<file path="src/hdl/csic_defines.svh">
`ifndef CSIC_DEFINES_SVH
`define CSIC_DEFINES_SVH

// register offsets (byte addresses on the plain port)
`define CSIC_OFF_CTRL      12'h803
`define CSIC_OFF_FLAGS     12'h804
`define CSIC_OFF_CFG       12'h805
`define CSIC_OFF_GLOBAL    12'h81e
`define CSIC_OFF_DIAG      12'h893

// interrupt and general control fields
`define CSIC_CTRL_RING     7
`define CSIC_CTRL_RESET    6
`define CSIC_CTRL_KIND     5
`define CSIC_CTRL_ROUTE    4
`define CSIC_CTRL_SEL_LSB  0

// status-change configuration fields
`define CSIC_CFG_SEL_LSB   4
`define CSIC_CFG_DET_EN    3
`define CSIC_CFG_RDY_EN    2
`define CSIC_CFG_WARN_EN   1
`define CSIC_CFG_DEAD_EN   0

// flag positions
`define CSIC_FLG_DET       3
`define CSIC_FLG_RDY       2
`define CSIC_FLG_WARN      1
`define CSIC_FLG_DEAD      0

// global control: clear mode, power-management enable
`define CSIC_GLB_CLR_WR1   2
`define CSIC_GLB_PME_EN    0
// diagnostic: status-change routing control
`define CSIC_DIAG_ROUTE    5

// reset values and select codes
`define CSIC_CTRL_RST      8'h00
`define CSIC_CFG_RST       8'h00
`define CSIC_GLOBAL_RST    8'h00
`define CSIC_DIAG_RST      8'h20
`define CSIC_SEL_NONE      4'h0
`define CSIC_SEL_SMI       4'h2
`define CSIC_FLAG_RST      4'h0

// bits kept through a pci reset while pme is on
`define CSIC_CTRL_CTX      8'h60
`define CSIC_CFG_CTX       8'h0f
`define CSIC_GLOBAL_CTX    8'h01

`endif

</file>
<file path="src/hdl/csic_pkg.sv">
package csic_pkg;
  typedef struct packed {
    logic       card_detect_one;
    logic       card_detect_two;
    logic       ready;
    logic       battery_detect_one;
    logic       battery_detect_two;
    logic       card_status_change_signal;
  } csic_card_in_t;

  typedef struct packed {
    logic        pci_int;
    logic        system_management_interrupt;
    logic [15:0] irq_lines;
  } csic_route_t;
endpackage

</file>
<file path="src/hdl/csic_ctrl.sv">
// Behaviour
// - ctrl bit7 selects ring indicate on shared pin
// - ctrl bit6 drives card reset, 0 asserts on memory cards only
// - ctrl bit5 records card type memory/io
// - diag 0: bit4 routes status change to pci
// - diag 1: bit4 ignored for routing
// - select 0000 means pci, ORed with bit4
// - nonzero select steers io irq, 0010 is smi
// - disabled source flag reads zero
// - enabled source sets flag, raises interrupt
// - clear by read or write one, global bit2
// - flag bits 7..4 read zero
// - bit3 set on card detect change
// - bit2 latches ready rise, memory only
// - bit1 latches battery warning, memory only
// - bit0 flags battery dead via status signal
// - ring enabled: bit0 latches ring input rise
// - context bits keep through pci reset if pme
// - diag 0, select 0000: pci regardless of bit4
// - ready flag interrupts only when enabled
`timescale 1ns/1ps
`include "csic_defines.svh"
module csic_ctrl
  import csic_pkg::*;
(
  input  wire logic          sys_clk,
  input  wire logic          rst,
  input  wire logic          pci_bus_reset_input,
  input  wire logic [11:0]   addr,
  input  wire logic [7:0]    wdata,
  input  wire logic          wr_stb,
  input  wire logic          rd_stb,
  output logic      [7:0]    rdata,
  input  csic_card_in_t      card_in,
  input  wire logic          card_irq_req,
  output logic               card_reset_n,
  output logic               ring_indicate_enable,
  output csic_route_t        status_irq,
  output csic_route_t        card_irq
);

  // rst is the global reset; pci reset spares context bits while pme is on
  localparam int NFLAG = 4;

  // software visible registers
  logic [7:0]       ctrl_r;
  logic [7:0]       ctrl_nxt;
  logic [7:0]       cfg_r;
  logic [7:0]       cfg_nxt;
  logic [7:0]       global_r;
  logic [7:0]       global_nxt;
  logic [7:0]       diag_r;
  logic [7:0]       diag_nxt;
  logic [3:0]       flag_r;
  logic [3:0]       flag_nxt;

  // last sampled pin levels, for edge detection
  logic             det_one_r;
  logic             det_two_r;
  logic             ready_r;
  logic             warn_r;
  logic             dead_r;

  // next values of the registered outputs
  logic [7:0]       rdata_nxt;
  logic             card_reset_n_nxt;
  csic_route_t      status_nxt;
  csic_route_t      card_nxt;

  function automatic logic is_reg(input logic [11:0] a, input logic [11:0] off);
    return a == off;
  endfunction

  // a legacy code names one line; the smi code has no line of its own
  function automatic csic_route_t route_of(input logic [3:0] code, input logic req);
    csic_route_t r;
    r = '0;
    if (code == `CSIC_SEL_SMI) begin
      r.system_management_interrupt = req;
    end else if (code != `CSIC_SEL_NONE) begin
      r.irq_lines[code] = req;
    end
    return r;
  endfunction

  // address decode
  wire              sel_ctrl   = is_reg(addr, `CSIC_OFF_CTRL);
  wire              sel_flags  = is_reg(addr, `CSIC_OFF_FLAGS);
  wire              sel_cfg    = is_reg(addr, `CSIC_OFF_CFG);
  wire              sel_global = is_reg(addr, `CSIC_OFF_GLOBAL);
  wire              sel_diag   = is_reg(addr, `CSIC_OFF_DIAG);

  // one strobe per register action
  wire              wr_ctrl    = wr_stb && sel_ctrl;
  wire              wr_flags   = wr_stb && sel_flags;
  wire              wr_cfg     = wr_stb && sel_cfg;
  wire              wr_global  = wr_stb && sel_global;
  wire              wr_diag    = wr_stb && sel_diag;
  wire              rd_flags   = rd_stb && sel_flags;

  // reset qualification
  wire              pme_en     = global_r[`CSIC_GLB_PME_EN];
  wire              pci_clear  = pci_bus_reset_input;
  wire              ctx_clear  = pci_clear && !pme_en;

  // control fields
  wire              ring_on    = ctrl_r[`CSIC_CTRL_RING];
  wire              rst_off    = ctrl_r[`CSIC_CTRL_RESET];
  wire              io_card    = ctrl_r[`CSIC_CTRL_KIND];
  wire              pci_route  = ctrl_r[`CSIC_CTRL_ROUTE];
  wire [3:0]        fsel       = ctrl_r[`CSIC_CTRL_SEL_LSB +: 4];

  // configuration fields
  wire [3:0]        csel       = cfg_r[`CSIC_CFG_SEL_LSB +: 4];
  wire [3:0]        src_en;
  assign src_en[`CSIC_FLG_DET]  = cfg_r[`CSIC_CFG_DET_EN];
  assign src_en[`CSIC_FLG_RDY]  = cfg_r[`CSIC_CFG_RDY_EN];
  assign src_en[`CSIC_FLG_WARN] = cfg_r[`CSIC_CFG_WARN_EN];
  assign src_en[`CSIC_FLG_DEAD] = cfg_r[`CSIC_CFG_DEAD_EN];

  // global and diagnostic fields
  wire              clr_wr1    = global_r[`CSIC_GLB_CLR_WR1];
  wire              diag_route = diag_r[`CSIC_DIAG_ROUTE];

  // pin levels as seen this cycle
  wire              ready_now  = card_in.ready;
  // battery warning: bvd two high with bvd one low; dead comes from the status signal
  wire              warn_now   = card_in.battery_detect_two && !card_in.battery_detect_one;
  // shared pin: the ring input stands in for the status signal
  wire              dead_now   = ring_on ? card_in.battery_detect_one
                                         : card_in.card_status_change_signal;

  // one event per flag
  wire              det_chg    = (det_one_r != card_in.card_detect_one) ||
                                 (det_two_r != card_in.card_detect_two);
  wire              rdy_rise   = ready_now && !ready_r && !io_card;
  wire              warn_rise  = warn_now && !warn_r && !io_card;
  wire              dead_rise  = dead_now && !dead_r;
  wire [3:0]        events;
  assign events[`CSIC_FLG_DET]  = det_chg;
  assign events[`CSIC_FLG_RDY]  = rdy_rise;
  assign events[`CSIC_FLG_WARN] = warn_rise;
  assign events[`CSIC_FLG_DEAD] = dead_rise;

  // clear requests; only one method is live at a time
  wire [3:0]        clr_rd     = (rd_flags && !clr_wr1) ? 4'hf : 4'h0;
  wire [3:0]        clr_wr     = (wr_flags && clr_wr1) ? wdata[3:0] : 4'h0;
  wire [3:0]        clr_any    = clr_rd | clr_wr;

  // one slice per flag; set wins over a clear in the same cycle
  genvar gi;
  generate
    for (gi = 0; gi < NFLAG; gi++) begin : g_flag
      wire hold_b = flag_r[gi] && !clr_any[gi];
      wire next_b = hold_b || events[gi];
      assign flag_nxt[gi] = next_b && src_en[gi];
    end
  endgenerate

  // a disabled source reads as zero and never interrupts
  wire [3:0]        flag_rd    = flag_r & src_en;
  wire              any_flag   = |flag_rd;

  // legacy selection applies only when no pci route is in force
  wire              via_cfg    = (csel == `CSIC_SEL_NONE);
  wire              via_ctrl   = pci_route || (fsel == `CSIC_SEL_NONE);
  wire              csc_to_pci = diag_route ? via_cfg
                                            : via_ctrl;
  wire [3:0]        csc_code   = csc_to_pci ? `CSIC_SEL_NONE : csel;
  wire              card_req   = card_irq_req && io_card;

  always_comb begin
    status_nxt         = route_of(csc_code, any_flag);
    status_nxt.pci_int = csc_to_pci && any_flag;
  end

  assign card_nxt = route_of(fsel, card_req);

  // unmapped addresses read as zero
  wire [7:0]        flag_view  = {4'h0, flag_rd};
  logic [7:0]       rd_mux;
  always_comb begin
    rd_mux = 8'h00;
    case (addr)
      `CSIC_OFF_CTRL: begin
        rd_mux = ctrl_r;
      end
      `CSIC_OFF_FLAGS: begin
        rd_mux = flag_view;
      end
      `CSIC_OFF_CFG: begin
        rd_mux = cfg_r;
      end
      `CSIC_OFF_GLOBAL: begin
        rd_mux = global_r;
      end
      `CSIC_OFF_DIAG: begin
        rd_mux = diag_r;
      end
      default: begin
        rd_mux = 8'h00;
      end
    endcase
  end

  // read data stands only in the cycle after the strobe
  assign rdata_nxt        = rd_stb ? rd_mux : 8'h00;
  // the reset bit only holds memory cards; io cards always run
  assign card_reset_n_nxt = rst_off || io_card;

  // a bus write beats a pci reset in the same cycle
  always_comb begin
    if (wr_ctrl) begin
      ctrl_nxt = wdata;
    end else if (ctx_clear) begin
      ctrl_nxt = `CSIC_CTRL_RST;
    end else if (pci_clear) begin
      ctrl_nxt = ctrl_r & `CSIC_CTRL_CTX;
    end else begin
      ctrl_nxt = ctrl_r;
    end
  end

  always_comb begin
    if (wr_cfg) begin
      cfg_nxt = wdata;
    end else if (ctx_clear) begin
      cfg_nxt = `CSIC_CFG_RST;
    end else if (pci_clear) begin
      cfg_nxt = cfg_r & `CSIC_CFG_CTX;
    end else begin
      cfg_nxt = cfg_r;
    end
  end

  // pci reset beats a bus write here
  always_comb begin
    if (pci_clear) begin
      global_nxt = global_r & `CSIC_GLOBAL_CTX;
    end else if (wr_global) begin
      global_nxt = wdata;
    end else begin
      global_nxt = global_r;
    end
  end

  always_comb begin
    if (pci_clear) begin
      diag_nxt = `CSIC_DIAG_RST;
    end else if (wr_diag) begin
      diag_nxt = wdata;
    end else begin
      diag_nxt = diag_r;
    end
  end

  // context registers
  always_ff @(posedge sys_clk or posedge rst) begin
    if (rst) begin
      ctrl_r <= `CSIC_CTRL_RST;
    end else begin
      ctrl_r <= ctrl_nxt;
    end
  end

  always_ff @(posedge sys_clk or posedge rst) begin
    if (rst) begin
      cfg_r <= `CSIC_CFG_RST;
    end else begin
      cfg_r <= cfg_nxt;
    end
  end

  always_ff @(posedge sys_clk or posedge rst) begin
    if (rst) begin
      flag_r <= `CSIC_FLAG_RST;
    end else begin
      flag_r <= ctx_clear ? `CSIC_FLAG_RST : flag_nxt;
    end
  end

  // other registers
  always_ff @(posedge sys_clk or posedge rst) begin
    if (rst) begin
      global_r <= `CSIC_GLOBAL_RST;
    end else begin
      global_r <= global_nxt;
    end
  end

  always_ff @(posedge sys_clk or posedge rst) begin
    if (rst) begin
      diag_r <= `CSIC_DIAG_RST;
    end else begin
      diag_r <= diag_nxt;
    end
  end

  // pin history
  always_ff @(posedge sys_clk or posedge rst) begin
    if (rst) begin
      det_one_r <= 1'b0;
    end else begin
      det_one_r <= card_in.card_detect_one;
    end
  end

  always_ff @(posedge sys_clk or posedge rst) begin
    if (rst) begin
      det_two_r <= 1'b0;
    end else begin
      det_two_r <= card_in.card_detect_two;
    end
  end

  always_ff @(posedge sys_clk or posedge rst) begin
    if (rst) begin
      ready_r <= 1'b0;
    end else begin
      ready_r <= ready_now;
    end
  end

  always_ff @(posedge sys_clk or posedge rst) begin
    if (rst) begin
      warn_r <= 1'b0;
    end else begin
      warn_r <= warn_now;
    end
  end

  always_ff @(posedge sys_clk or posedge rst) begin
    if (rst) begin
      dead_r <= 1'b0;
    end else begin
      dead_r <= dead_now;
    end
  end

  // registered outputs
  always_ff @(posedge sys_clk or posedge rst) begin
    if (rst) begin
      rdata <= 8'h00;
    end else begin
      rdata <= rdata_nxt;
    end
  end

  always_ff @(posedge sys_clk or posedge rst) begin
    if (rst) begin
      card_reset_n <= 1'b0;
    end else begin
      card_reset_n <= card_reset_n_nxt;
    end
  end

  always_ff @(posedge sys_clk or posedge rst) begin
    if (rst) begin
      ring_indicate_enable <= 1'b0;
    end else begin
      ring_indicate_enable <= ring_on;
    end
  end

  always_ff @(posedge sys_clk or posedge rst) begin
    if (rst) begin
      status_irq <= '0;
    end else begin
      status_irq <= status_nxt;
    end
  end

  always_ff @(posedge sys_clk or posedge rst) begin
    if (rst) begin
      card_irq <= '0;
    end else begin
      card_irq <= card_nxt;
    end
  end

endmodule

</file>
<file path="config.mk">
export PLATFORM = sky130hd
export DESIGN_NAME = csic_ctrl
export DESIGN_NICKNAME = d
export VERILOG_FILES = /design/src/hdl/csic_pkg.sv /design/src/hdl/csic_ctrl.sv
export VERILOG_INCLUDE_DIRS = /design/src /design/src/hdl
export SDC_FILE = /design/constraint.sdc
export NUM_CORES = 1
export LEC_CHECK = 0
export ABC_CLOCK_PERIOD_IN_PS = 4100
export BUFFER_PORTS_ARGS = -buffer_cell sky130_fd_sc_hd__buf_4
export CAP_MARGIN = 10
export CELL_PAD_IN_SITES_DETAIL_PLACEMENT = 0
export CELL_PAD_IN_SITES_GLOBAL_PLACEMENT = 2
export CORE_MARGIN = 4
export CORE_UTILIZATION = 37
export DETAILED_ROUTE_END_ITERATION = 12
export HOLD_SLACK_MARGIN = 0.02
export PLACE_DENSITY = 0.81
export SLEW_MARGIN = 30
export SYNTH_ARGS = -nofsm -noshare
export SYNTH_HDL_FRONTEND = slang
export SYNTH_SLANG_ARGS = --single-unit
</file>
<file path="constraint.sdc">
create_clock -name sys_clk -period 4.1 [get_ports sys_clk]
set_clock_uncertainty 0.15 [all_clocks]
set_input_delay 0.41 -clock sys_clk [delete_from_list [all_inputs] [get_ports sys_clk]]
set_output_delay 0.41 -clock sys_clk [all_outputs]
set_load 0.01 [all_outputs]
</file>
# After elaboration in Yosys (flattened, before gate mapping)

Cells that the tools add are included.
Widths: inputs -> output; s select.

Register bits after elaboration: 86
Input port bits: 32
Output and inout port bits: 46

Order comparisons: 4
Eq/ne operators: 9
Mux-type cells: 28
Bitwise operators: 5
Reductions and logical operators: 57

Operators with widths:

| kind                 | count |
|---|---|
| $mux 8               | 11 |
| $mux 16              | 4 |
| $eq 12x12->1 const B | 5 |
| $pmux 8 s5           | 1 |
| $and 16x16->16       | 2 |
| $logic_and 1x1->1    | 27 |
| $mux 4               | 4 |
| $logic_not 1->1      | 11 |
| $lt 4x5->1 const B   | 2 |
| $demux 1 s4          | 2 |
| $eq 4x2->1 const B   | 2 |
| $ge 4x1->1 const B   | 2 |
| $logic_not 4->1      | 2 |
| $reduce_bool 2->1    | 4 |
| $reduce_bool 4->1    | 2 |
| $logic_or 1x1->1     | 7 |
| $mux 1               | 6 |
| $reduce_bool 3->1    | 2 |
| $and 4x4->4          | 1 |
| $or 4x4->4           | 1 |
| $reduce_or 4->1      | 1 |
| $ne 1x1->1           | 2 |
| $reduce_and 2->1     | 1 |
| $not 1->1            | 1 |

# Depth between registers and ports, before layout

Gate-level depths: netlist (run 1).

Word-level depth: 11
Depth in mapped cells: 7
Gate-level depth less buffers: 4

# Least setup slack after synthesis (run 1)

Ideal clock, no wire load.

Kind: in2reg
From: input addr[0]
To: register global_r[0]
Arrival: 1,607 ps
Data required time: 3,825 ps
Path slack: 2,218 ps
Stages on the path: 6
Path buffers: 2
Cell sequence: buf_4 > and4bb_1 > and4_1 > buf_4 > nand3b_2 > mux2_4

Longest elaborated chain between the ends: 3

RTL lines:

| what                       | line             | source |
|---|---|---|
| start, declared            | csic_ctrl.sv:29  | `input wire logic [11:0] addr,` |
| $eq 12x12->1               | csic_ctrl.sv:71  | `return a == off;` |
| $logic_and 1x1->1          | csic_ctrl.sv:97  | `wire wr_global = wr_stb && sel_global;` |
| $reduce_and 2->1 (no line) | -                |  |
| end signal, assigned       | csic_ctrl.sv:285 | `` global_r <= `CSIC_GLOBAL_RST; `` |
| end signal, assigned       | csic_ctrl.sv:287 | `global_r <= global_nxt;` |
| end, declared              | csic_ctrl.sv:50  | `logic [7:0] global_r;` |

No other way between the ends.
A chain may end at the register's enable or synchronous reset.

# Worst setup path after layout (run 1)

From: input addr[5]
To: register rdata[6]

Longest elaborated chain between the ends: 3

RTL lines:

| what                 | line             | source |
|---|---|---|
| $eq 12x12->1         | csic_ctrl.sv:184 | `case (addr)` |
| $pmux 8 s5 (*)       | csic_ctrl.sv:184 |  |
| $mux 8 (*)           | csic_ctrl.sv:207 | `assign rdata_nxt = rd_stb ? rd_mux : 8'h00;` |
| via rdata_nxt[6]     | csic_ctrl.sv:65  | `logic [7:0] rdata_nxt;` |
| end signal, assigned | csic_ctrl.sv:345 | `rdata <= rdata_nxt;` |
| end, declared        | csic_ctrl.sv:33  | `output logic [7:0] rdata,` |

The timed path passes the listed nets; every way through them passes the cells marked *.

==> results.ini, run 1 <==
[yosys]
yosysTopAreaCell = dfrtp_1
synth_common_cells = 85 x dfrtp_1, 26 x o21ai_0, 25 x nor2_1
ys_ff_latch = 86
async_flop_share_pct = 100
synth.most_common_cell = dfrtp_1
syn_area_per_cell_sq_um = 10.9
synth_edf_count = 0
synth-main-ff-cell = dfrtp_1
synth_cells = 340
syn_area_sq_um = 3710
ys_types = 51
ys_warn_count = 0
seq_area_frac_synth_pct = 58.0
synth_area_leaders = dfrtp_1 57%, nand2b_1 3.7%, o21ai_0 3.5%, nor2_1 2.5%, nand2_1 2.2%
synth_top_cell_area_share_pct = 57.3

[setup_path]
r2r_start = ctrl_r[0]
worst-setup-path-type = primary input to flop
crit_path_start_kind = primary input
crit_fanout = 17
critPathCaptureType = flop
critPathMaxStageDelay_ns = 0.79
reg2reg_slack_ns = 2.37
ff2ff_path_depth = 4
rr_endpoint = status_irq[13]
critPathRequiredTime_ns = 4.19
cp_cell_sequence = buf_4 -> nor4_4 -> and4_2 -> a22oi_1 -> a211oi_1
worst_path_max_delay_cell = nor4_4
arrival_ns = 2.39

[finish]
final.fill_count = 943
drive_gt1_share_pct = 26.1
nets = 444
num_antenna_cells = 0
area_growth_pct = 22.8

[sta]
setup_viol = 0
hold_violations = 0
slew_headroom_pct = 41.1
hold_ws_ns = 0.0137
period_minus_slack_ns = 2.29
fin_crit_sh_pct = 56.0
max_freq_ghz = 0.436
tns_ns = 0
rsz0062_at_grt = false
tightest_slew_ns = 0.876
drv_slew = 0

[placement]
numPortBuffers = 76
hpwlAfterDp_um = 6580
finalWeightedCongestion = 0.836

[clocking]
clock_sinks = 86
cts-root-buf = clkbuf_8
clkLatencyLatePin_ns = 0.35
clockBufferDepth = 2
path_clk_slew_ns = 0.08
cts_tree = yes
post-cts-setup-buffers = 0
cts_made_buffers = 9
cts_htree_levels = 3

[power]
p_clk_share_pct = 36.4
leakage_nw = 2.08
ir_drop_v = 0.000185
power_density_nw_per_um2 = 327
power.internal_mw = 1.11
switchingPower_mw = 0.375
p_comb_share_pct = 6.3
swShare_pct = 25.2
seqPwrFrac_pct = 57.3

[die]
dieArea_sq_um = 11700
rows = 36
die_x_um = 108
core_area_sq_um = 9770
die_y_um = 108
start_util_pct = 38.0
pin_count = 78

[route]
viasPerCell = 5.11
wl_um = 9420
route.detailed.drc = 0
wl_per_cell_um = 17.1
drt_pass1_iterations = 5
ant_nets = 0
dr.first_iter.drc_count = 153
vias = 2810

[global_routing]
grt_pass1_vias = 2666
use_met3_pct = 4.84
grt_pass1_wl_um = 14700
grt_antenna_before_repair = 0
grt_remaining_overflow = 0
grt_use_total_pct = 16.5
grt.met1_usage_pct = 23.3
grt_max_degree = 45
use_met2_pct = 25.0
busiest_layer = met2

[flow_run]
cap_violations = 0

[worst_hold_path]
hold_path_class = primary input to asynchronous set/reset pin

[run_status]
status = finished clean

==> cell type report <==
class / instances / area (sq um) / area share [%]
clock inverters: 6 / 45.0 / 0.988
inverters: 10 / 38.8 / 0.851
well taps: 133 / 166 / 3.65
flip-flops and latches: 86 / 2150 / 47.3
multi-input cells: 225 / 1420 / 31.1
clock buffers: 10 / 128 / 2.80
repair buffers: 80 / 608 / 13.3
==> layer usage <==
| layer | wire length (um) | vias up |
|---|---|---|
| li1 | - | 1350 |
| met1 | 4400 | 1374 |
| met2 | 4440 | 79 |
| met3 | 483 | 7 |
| met4 | 100 | 0 |
| met5 | 0 | - |
==> cells by family (layout without fill, tap and decap cells) <==
family                 count (synthesis)  count (layout)  synth area share (%)
flip-flops                            86              86                  58.0
AND/OR/NAND/NOR                      140             140                  21.8
other                                  1               5                 0.101
XOR/XNOR                               3               3                 0.708
multiplexers                          10              10                  2.86
buffers and inverters                 33             106                  4.21
AO/OA/AOI/OAI                         67              67                  12.3
==> critical path, delay by kind of cell <==
family | cells | cell delay (ns)
buf+inv | 1 | 0.13
simple gates | 2 | 1.39
compound gates | 2 | 0.45
==> what timing repair did <==
| item | 4_1_cts | 5_1_grt |
|---|---|---|
| hold buffers | 3 | 0 |
| endpoints found under the setup margin | 0 | 0 |
| resized for setup | 0 | 0 |
| hold endpoints to repair | 3 | 0 |
==> state kept, by name, summed over array words and instances (netlist names) <==
| register | flops |
|---|---|
| card_irq | 17 |
| card_reset_n | 1 |
| cfg_r | 8 |
| ctrl_r | 8 |
| dead_r | 1 |
| det_one_r | 1 |
| det_two_r | 1 |
| diag_r | 8 |
| flag_r | 4 |
| global_r | 8 |
| rdata | 8 |
| ready_r | 1 |
| ring_indicate_enable | 1 |
| status_irq | 18 |
| warn_r | 1 |
==> power by group through the flow <==
stage	registers, mW	clock network, mW	logic, mW
floorplan	0.871	0	0.0434
global placement	0.870	0	0.0935
detailed placement	0.870	0	0.0931
CTS	0.853	0.560	0.0958
global route	0.854	0.597	0.104
finish	0.853	0.541	0.0940
==> placed cells by master, fill, tap and decap left out, types with 2 or more instances in the layout <==
| cell type | synthesis | layout |
|---|---|---|
| a22o_2 | 4 | 4 |
| buf_4 | 6 | 77 |
| conb_1 | 1 | 5 |
| nor3_1 | 13 | 13 |
| clkinvlp_4 | 0 | 3 |
| a22oi_1 | 5 | 5 |
| nand3_1 | 15 | 15 |
| nor4_1 | 7 | 7 |
| nor2b_1 | 3 | 3 |
| dlygate4sd3_1 | 0 | 3 |
| nand3b_1 | 9 | 9 |
| a21oi_1 | 4 | 4 |
| a22o_1 | 4 | 4 |
| nand2b_1 | 22 | 22 |
| a31oi_1 | 4 | 4 |
| nand2_1 | 22 | 22 |
| nand4b_1 | 6 | 6 |
| nand4_1 | 4 | 4 |
| xor2_1 | 3 | 3 |
| a211oi_1 | 5 | 5 |
| o21ai_0 | 26 | 26 |
| mux2i_1 | 8 | 8 |
| o2111ai_1 | 4 | 4 |
| nor2_1 | 25 | 25 |
| clkbuf_8 | 0 | 9 |
| inv_1 | 10 | 9 |
| a222oi_1 | 2 | 2 |
| inv_6 | 0 | 2 |
| and2_1 | 2 | 2 |
| dfrtp_1 | 85 | 85 |
| a21o_1 | 4 | 4 |
| clkinv_2 | 0 | 2 |
==> through the flow <==
step / cell area, sq um / setup slack, ns / total power, mW / instances / utilization (%)
2_1_floorplan: 3730 / 1.32 / 0.915 / 344 / -
3_3_place_gp: 4350 / 1.46 / 0.964 / 531 / 44.5
3_5_place_dp: 4350 / 1.44 / 0.963 / 531 / 44.5
4_1_cts: 4560 / 1.80 / 1.51 / 550 / 46.6
5_1_grt: 4560 / 1.58 / 1.56 / 550 / 46.6
6_report: 4560 / 1.81 / 1.49 / 550 / 46.6
==> how the worst max path moves through the flow <==
stage | start | endpoint | cells past startpoint
floorplan | rst | card_irq[0] | 1
global placement | addr[5] | rdata[6] | 5
detailed placement | addr[5] | ctrl_r[4] | 5
CTS | addr[5] | ctrl_r[4] | 5
global route | addr[5] | ctrl_r[5] | 5
finish | addr[5] | rdata[6] | 5
(Power assumes the default switching activity.)
==> inputs of run 2 (changes only) <==
--- a/config.mk
+++ b/config.mk
@@ -6,16 +6,17 @@
 export SDC_FILE = /design/constraint.sdc
 export NUM_CORES = 1
 export LEC_CHECK = 0
-export ABC_CLOCK_PERIOD_IN_PS = 4100
+export ABC_AREA = 1
+export ABC_CLOCK_PERIOD_IN_PS = 2100
 export BUFFER_PORTS_ARGS = -buffer_cell sky130_fd_sc_hd__buf_4
 export CAP_MARGIN = 10
 export CELL_PAD_IN_SITES_DETAIL_PLACEMENT = 0
 export CELL_PAD_IN_SITES_GLOBAL_PLACEMENT = 2
 export CORE_MARGIN = 4
-export CORE_UTILIZATION = 37
+export CORE_UTILIZATION = 29
 export DETAILED_ROUTE_END_ITERATION = 12
 export HOLD_SLACK_MARGIN = 0.02
-export PLACE_DENSITY = 0.81
+export PLACE_DENSITY = 0.72
 export SLEW_MARGIN = 30
 export SYNTH_ARGS = -nofsm -noshare
 export SYNTH_HDL_FRONTEND = slang
==> constraint.sdc (replaced) <==
create_clock -name sys_clk -period 2.1 [get_ports sys_clk]
set_clock_uncertainty 0.15 [all_clocks]
set_input_delay 0.21 -clock sys_clk [delete_from_list [all_inputs] [get_ports sys_clk]]
set_output_delay 0.21 -clock sys_clk [all_outputs]
set_load 0.01 [all_outputs]
==> results.ini, run 2 <==
[clocking]
post-cts-setup-buffers = 0  ; unchanged
cts_resized = 0  ; unchanged
cts_tree = yes
clkLatencyLatePin_ns = 0.34  ; about the same
clockBufferDepth = 2  ; unchanged
clock_sinks = 86  ; unchanged
cts-root-buf = clkbuf_16
hold_buffers = 12  ; +9
path_clk_slew_ns = 0.06  ; -0.02 ns
cts_made_buffers = 9  ; unchanged
cts_htree_levels = 3  ; unchanged

[sta]
tightest_slew_ns = 0.512  ; -0.364 ns
max_freq_ghz = 0.630
fin_crit_sh_pct = 75.6
hold_ws_ns = 0.0422  ; +0.0285 ns
tns_ns = 0  ; unchanged
setup_viol = 0  ; unchanged
setup_ws_ns = 0.513  ; -1.29 ns
period_minus_slack_ns = 1.59
hold_violations = 0  ; unchanged
rsz0062_at_grt = false
drv_slew = 0  ; unchanged
slew_headroom_pct = 65.8  ; +25 points

[finish]
num_antenna_cells = 0  ; unchanged
area_growth_pct = 32.2
final_area_sq_um = 4970  ; +9.0%
largestRegisters = status_irq x18, card_irq x17
nets = 554  ; +25%
drive_gt1_share_pct = 24.5  ; -1.7 points
largest_register_ff_count = 18  ; unchanged
most-common-layout-cells = 85 x dfrtp_1, 80 x nand2_1, 80 x buf_4, 72 x nor2_1, 47 x inv_1
layout_commonest_cell = dfrtp_1
regMostFlops = status_irq

[yosys]
synth-main-ff-cell = dfrtp_1
synth.most_common_cell = dfrtp_1
async_flop_share_pct = 100  ; unchanged
ys_warn_count = 0  ; unchanged
syn_area_sq_um = 3760  ; +1.2%
synth_edf_count = 0  ; unchanged
ys_ff_latch = 86  ; unchanged
synth_cells = 421  ; +24%
seq_area_frac_synth_pct = 57.3  ; -0.70 points
synth_area_leaders = dfrtp_1 57%, nand2_1 8.0%, nor2_1 7.2%, nand3_1 5.2%, inv_1 4.8%
synth_top_cell_area_share_pct = 56.6  ; -0.69 points
yosysTopAreaCell = dfrtp_1
synth_common_cells = 85 x dfrtp_1, 80 x nand2_1, 72 x nor2_1
ys_types = 31  ; -39%
syn_area_per_cell_sq_um = 8.92  ; -18%

[placement]
place_area_sq_um = 4560  ; +4.8%
hpwlAfterDp_um = 7800  ; +19%
finalWeightedCongestion = 0.767  ; -8.3%
numPortBuffers = 76  ; unchanged
post-place-ws_ns = 0.252  ; -1.19 ns

[route]
wl_um = 9990  ; +6.0%
vias = 3061  ; +8.9%
drt_pass1_iterations = 4  ; -1
route.detailed.drc = 0  ; unchanged
dr.first_iter.drc_count = 184  ; +20%
viasPerCell = 4.38  ; -14%
ant_nets = 0  ; unchanged
wl_per_cell_um = 14.3  ; -17%

[die]
die_x_um = 122  ; +13%
start_util_pct = 29.7  ; -8.3 points
pin_count = 78  ; unchanged
rows = 41  ; +14%
die_y_um = 122  ; +13%
dieArea_sq_um = 14800  ; +27%
core_area_sq_um = 12700  ; +30%

[run_status]
status = finished clean

[setup_path]
worst-setup-path-type = flop to flop
arrival_ns = 1.70  ; -0.69 ns
crit_fanout = 5  ; -12
crit_path_start_kind = flop
critPathRequiredTime_ns = 2.21  ; -1.98 ns
critPathCaptureType = flop

[power]
power_density_nw_per_um2 = 683  ; +110%
switchingPower_mw = 0.768  ; +100%
leakage_nw = 2.43  ; +17%
p_clk_share_pct = 44.2  ; +7.8 points
ir_drop_v = 0.000280  ; +52%
power.internal_mw = 2.63  ; +140%
seqPwrFrac_pct = 49.2  ; -8.1 points
p_comb_share_pct = 6.6  ; +0.3 points
swShare_pct = 22.6  ; -2.6 points

[global_routing]
grt_pass1_vias = 3150  ; +18%
grt_remaining_overflow = 0  ; unchanged
grt_antenna_before_repair = 0  ; unchanged
grt_pass1_wl_um = 16400  ; +12%
grt_use_total_pct = 14.7  ; -1.8 points
grt_max_degree = 50  ; +11%

[worst_hold_path]
hold_path_class = primary input to flop

[flow_run]
cap_violations = 0  ; unchanged

==> run 2: cells by family after synthesis <==
logic type      share of synthesized area, %
other cells                           0.0998
mux                                    0.300
compound gates                          6.73
simple gates                            28.6
flops                                   57.3
xor+xnor                               0.466
buf+inv                                 6.53
==> run 2: final timing paths <==
path,start,endpoint,slack (ns),cells after the start
hold / removal,wr_stb,ctrl_r[0],0.04,3
max in group asynchronous,rst,ctrl_r[1],0.88,4
setup reg to reg,ctrl_r[2],status_irq[3],0.51,8
min in group asynchronous,rst,card_irq[3],0.32,3
setup / recovery,ctrl_r[2],status_irq[3],0.51,8
hold reg to reg,ctrl_r[7],ring_indicate_enable,0.33,0
==> run 2: final cells by class <==
class                           instances  area, sq um
Sequential cell                        86         2150
Inverter                               52          199
Timing Repair Buffer                   93          741
Tap cell                              172          215
Multi-Input combinational cell        280         1370
Clock inverter                          4         30.0
Clock buffer                           12          256
Fill cell                            1303         7700
==> run 2: per-layer routing <==
| metal | routed length (um) | vias up | track usage, % |
|---|---|---|---|
| met5 | 0 | - | 0 |
| met4 | 198 | 0 | 6.09 |
| met3 | 574 | 16 | 2.88 |
| met2 | 4510 | 97 | 22.7 |
| met1 | 4710 | 1415 | 20.2 |
| li1 | - | 1533 | - |
==> run 2: worst max-delay path, stage by stage, from the launching register on <==
cell	delay, ns
dfrtp_1	0.46
inv_1	0.10
nand2_2	0.10
nor2_1	0.08
o21ai_4	0.18
nand2_2	0.09
nor2_2	0.10
nand2_1	0.12
nor2_1	0.13
==> run 2: power groups by stage <==
stage,Clock (mW),Combinational (mW),Sequential [mW]
finish,1.50,0.223,1.67
global route,1.63,0.252,1.67
CTS,1.55,0.228,1.67
detailed placement,0,0.210,1.70
global placement,0,0.210,1.70
floorplan,0,0.102,1.70
==> run 2: through the flow <==
step	power (mW)	utilization [%]	cells
finish	3.39	39.2	699
global route	3.55	39.2	699
CTS	3.45	39.2	699
detailed placement	1.91	36.0	671
global placement	1.91	36.0	671
floorplan	1.81	-	425
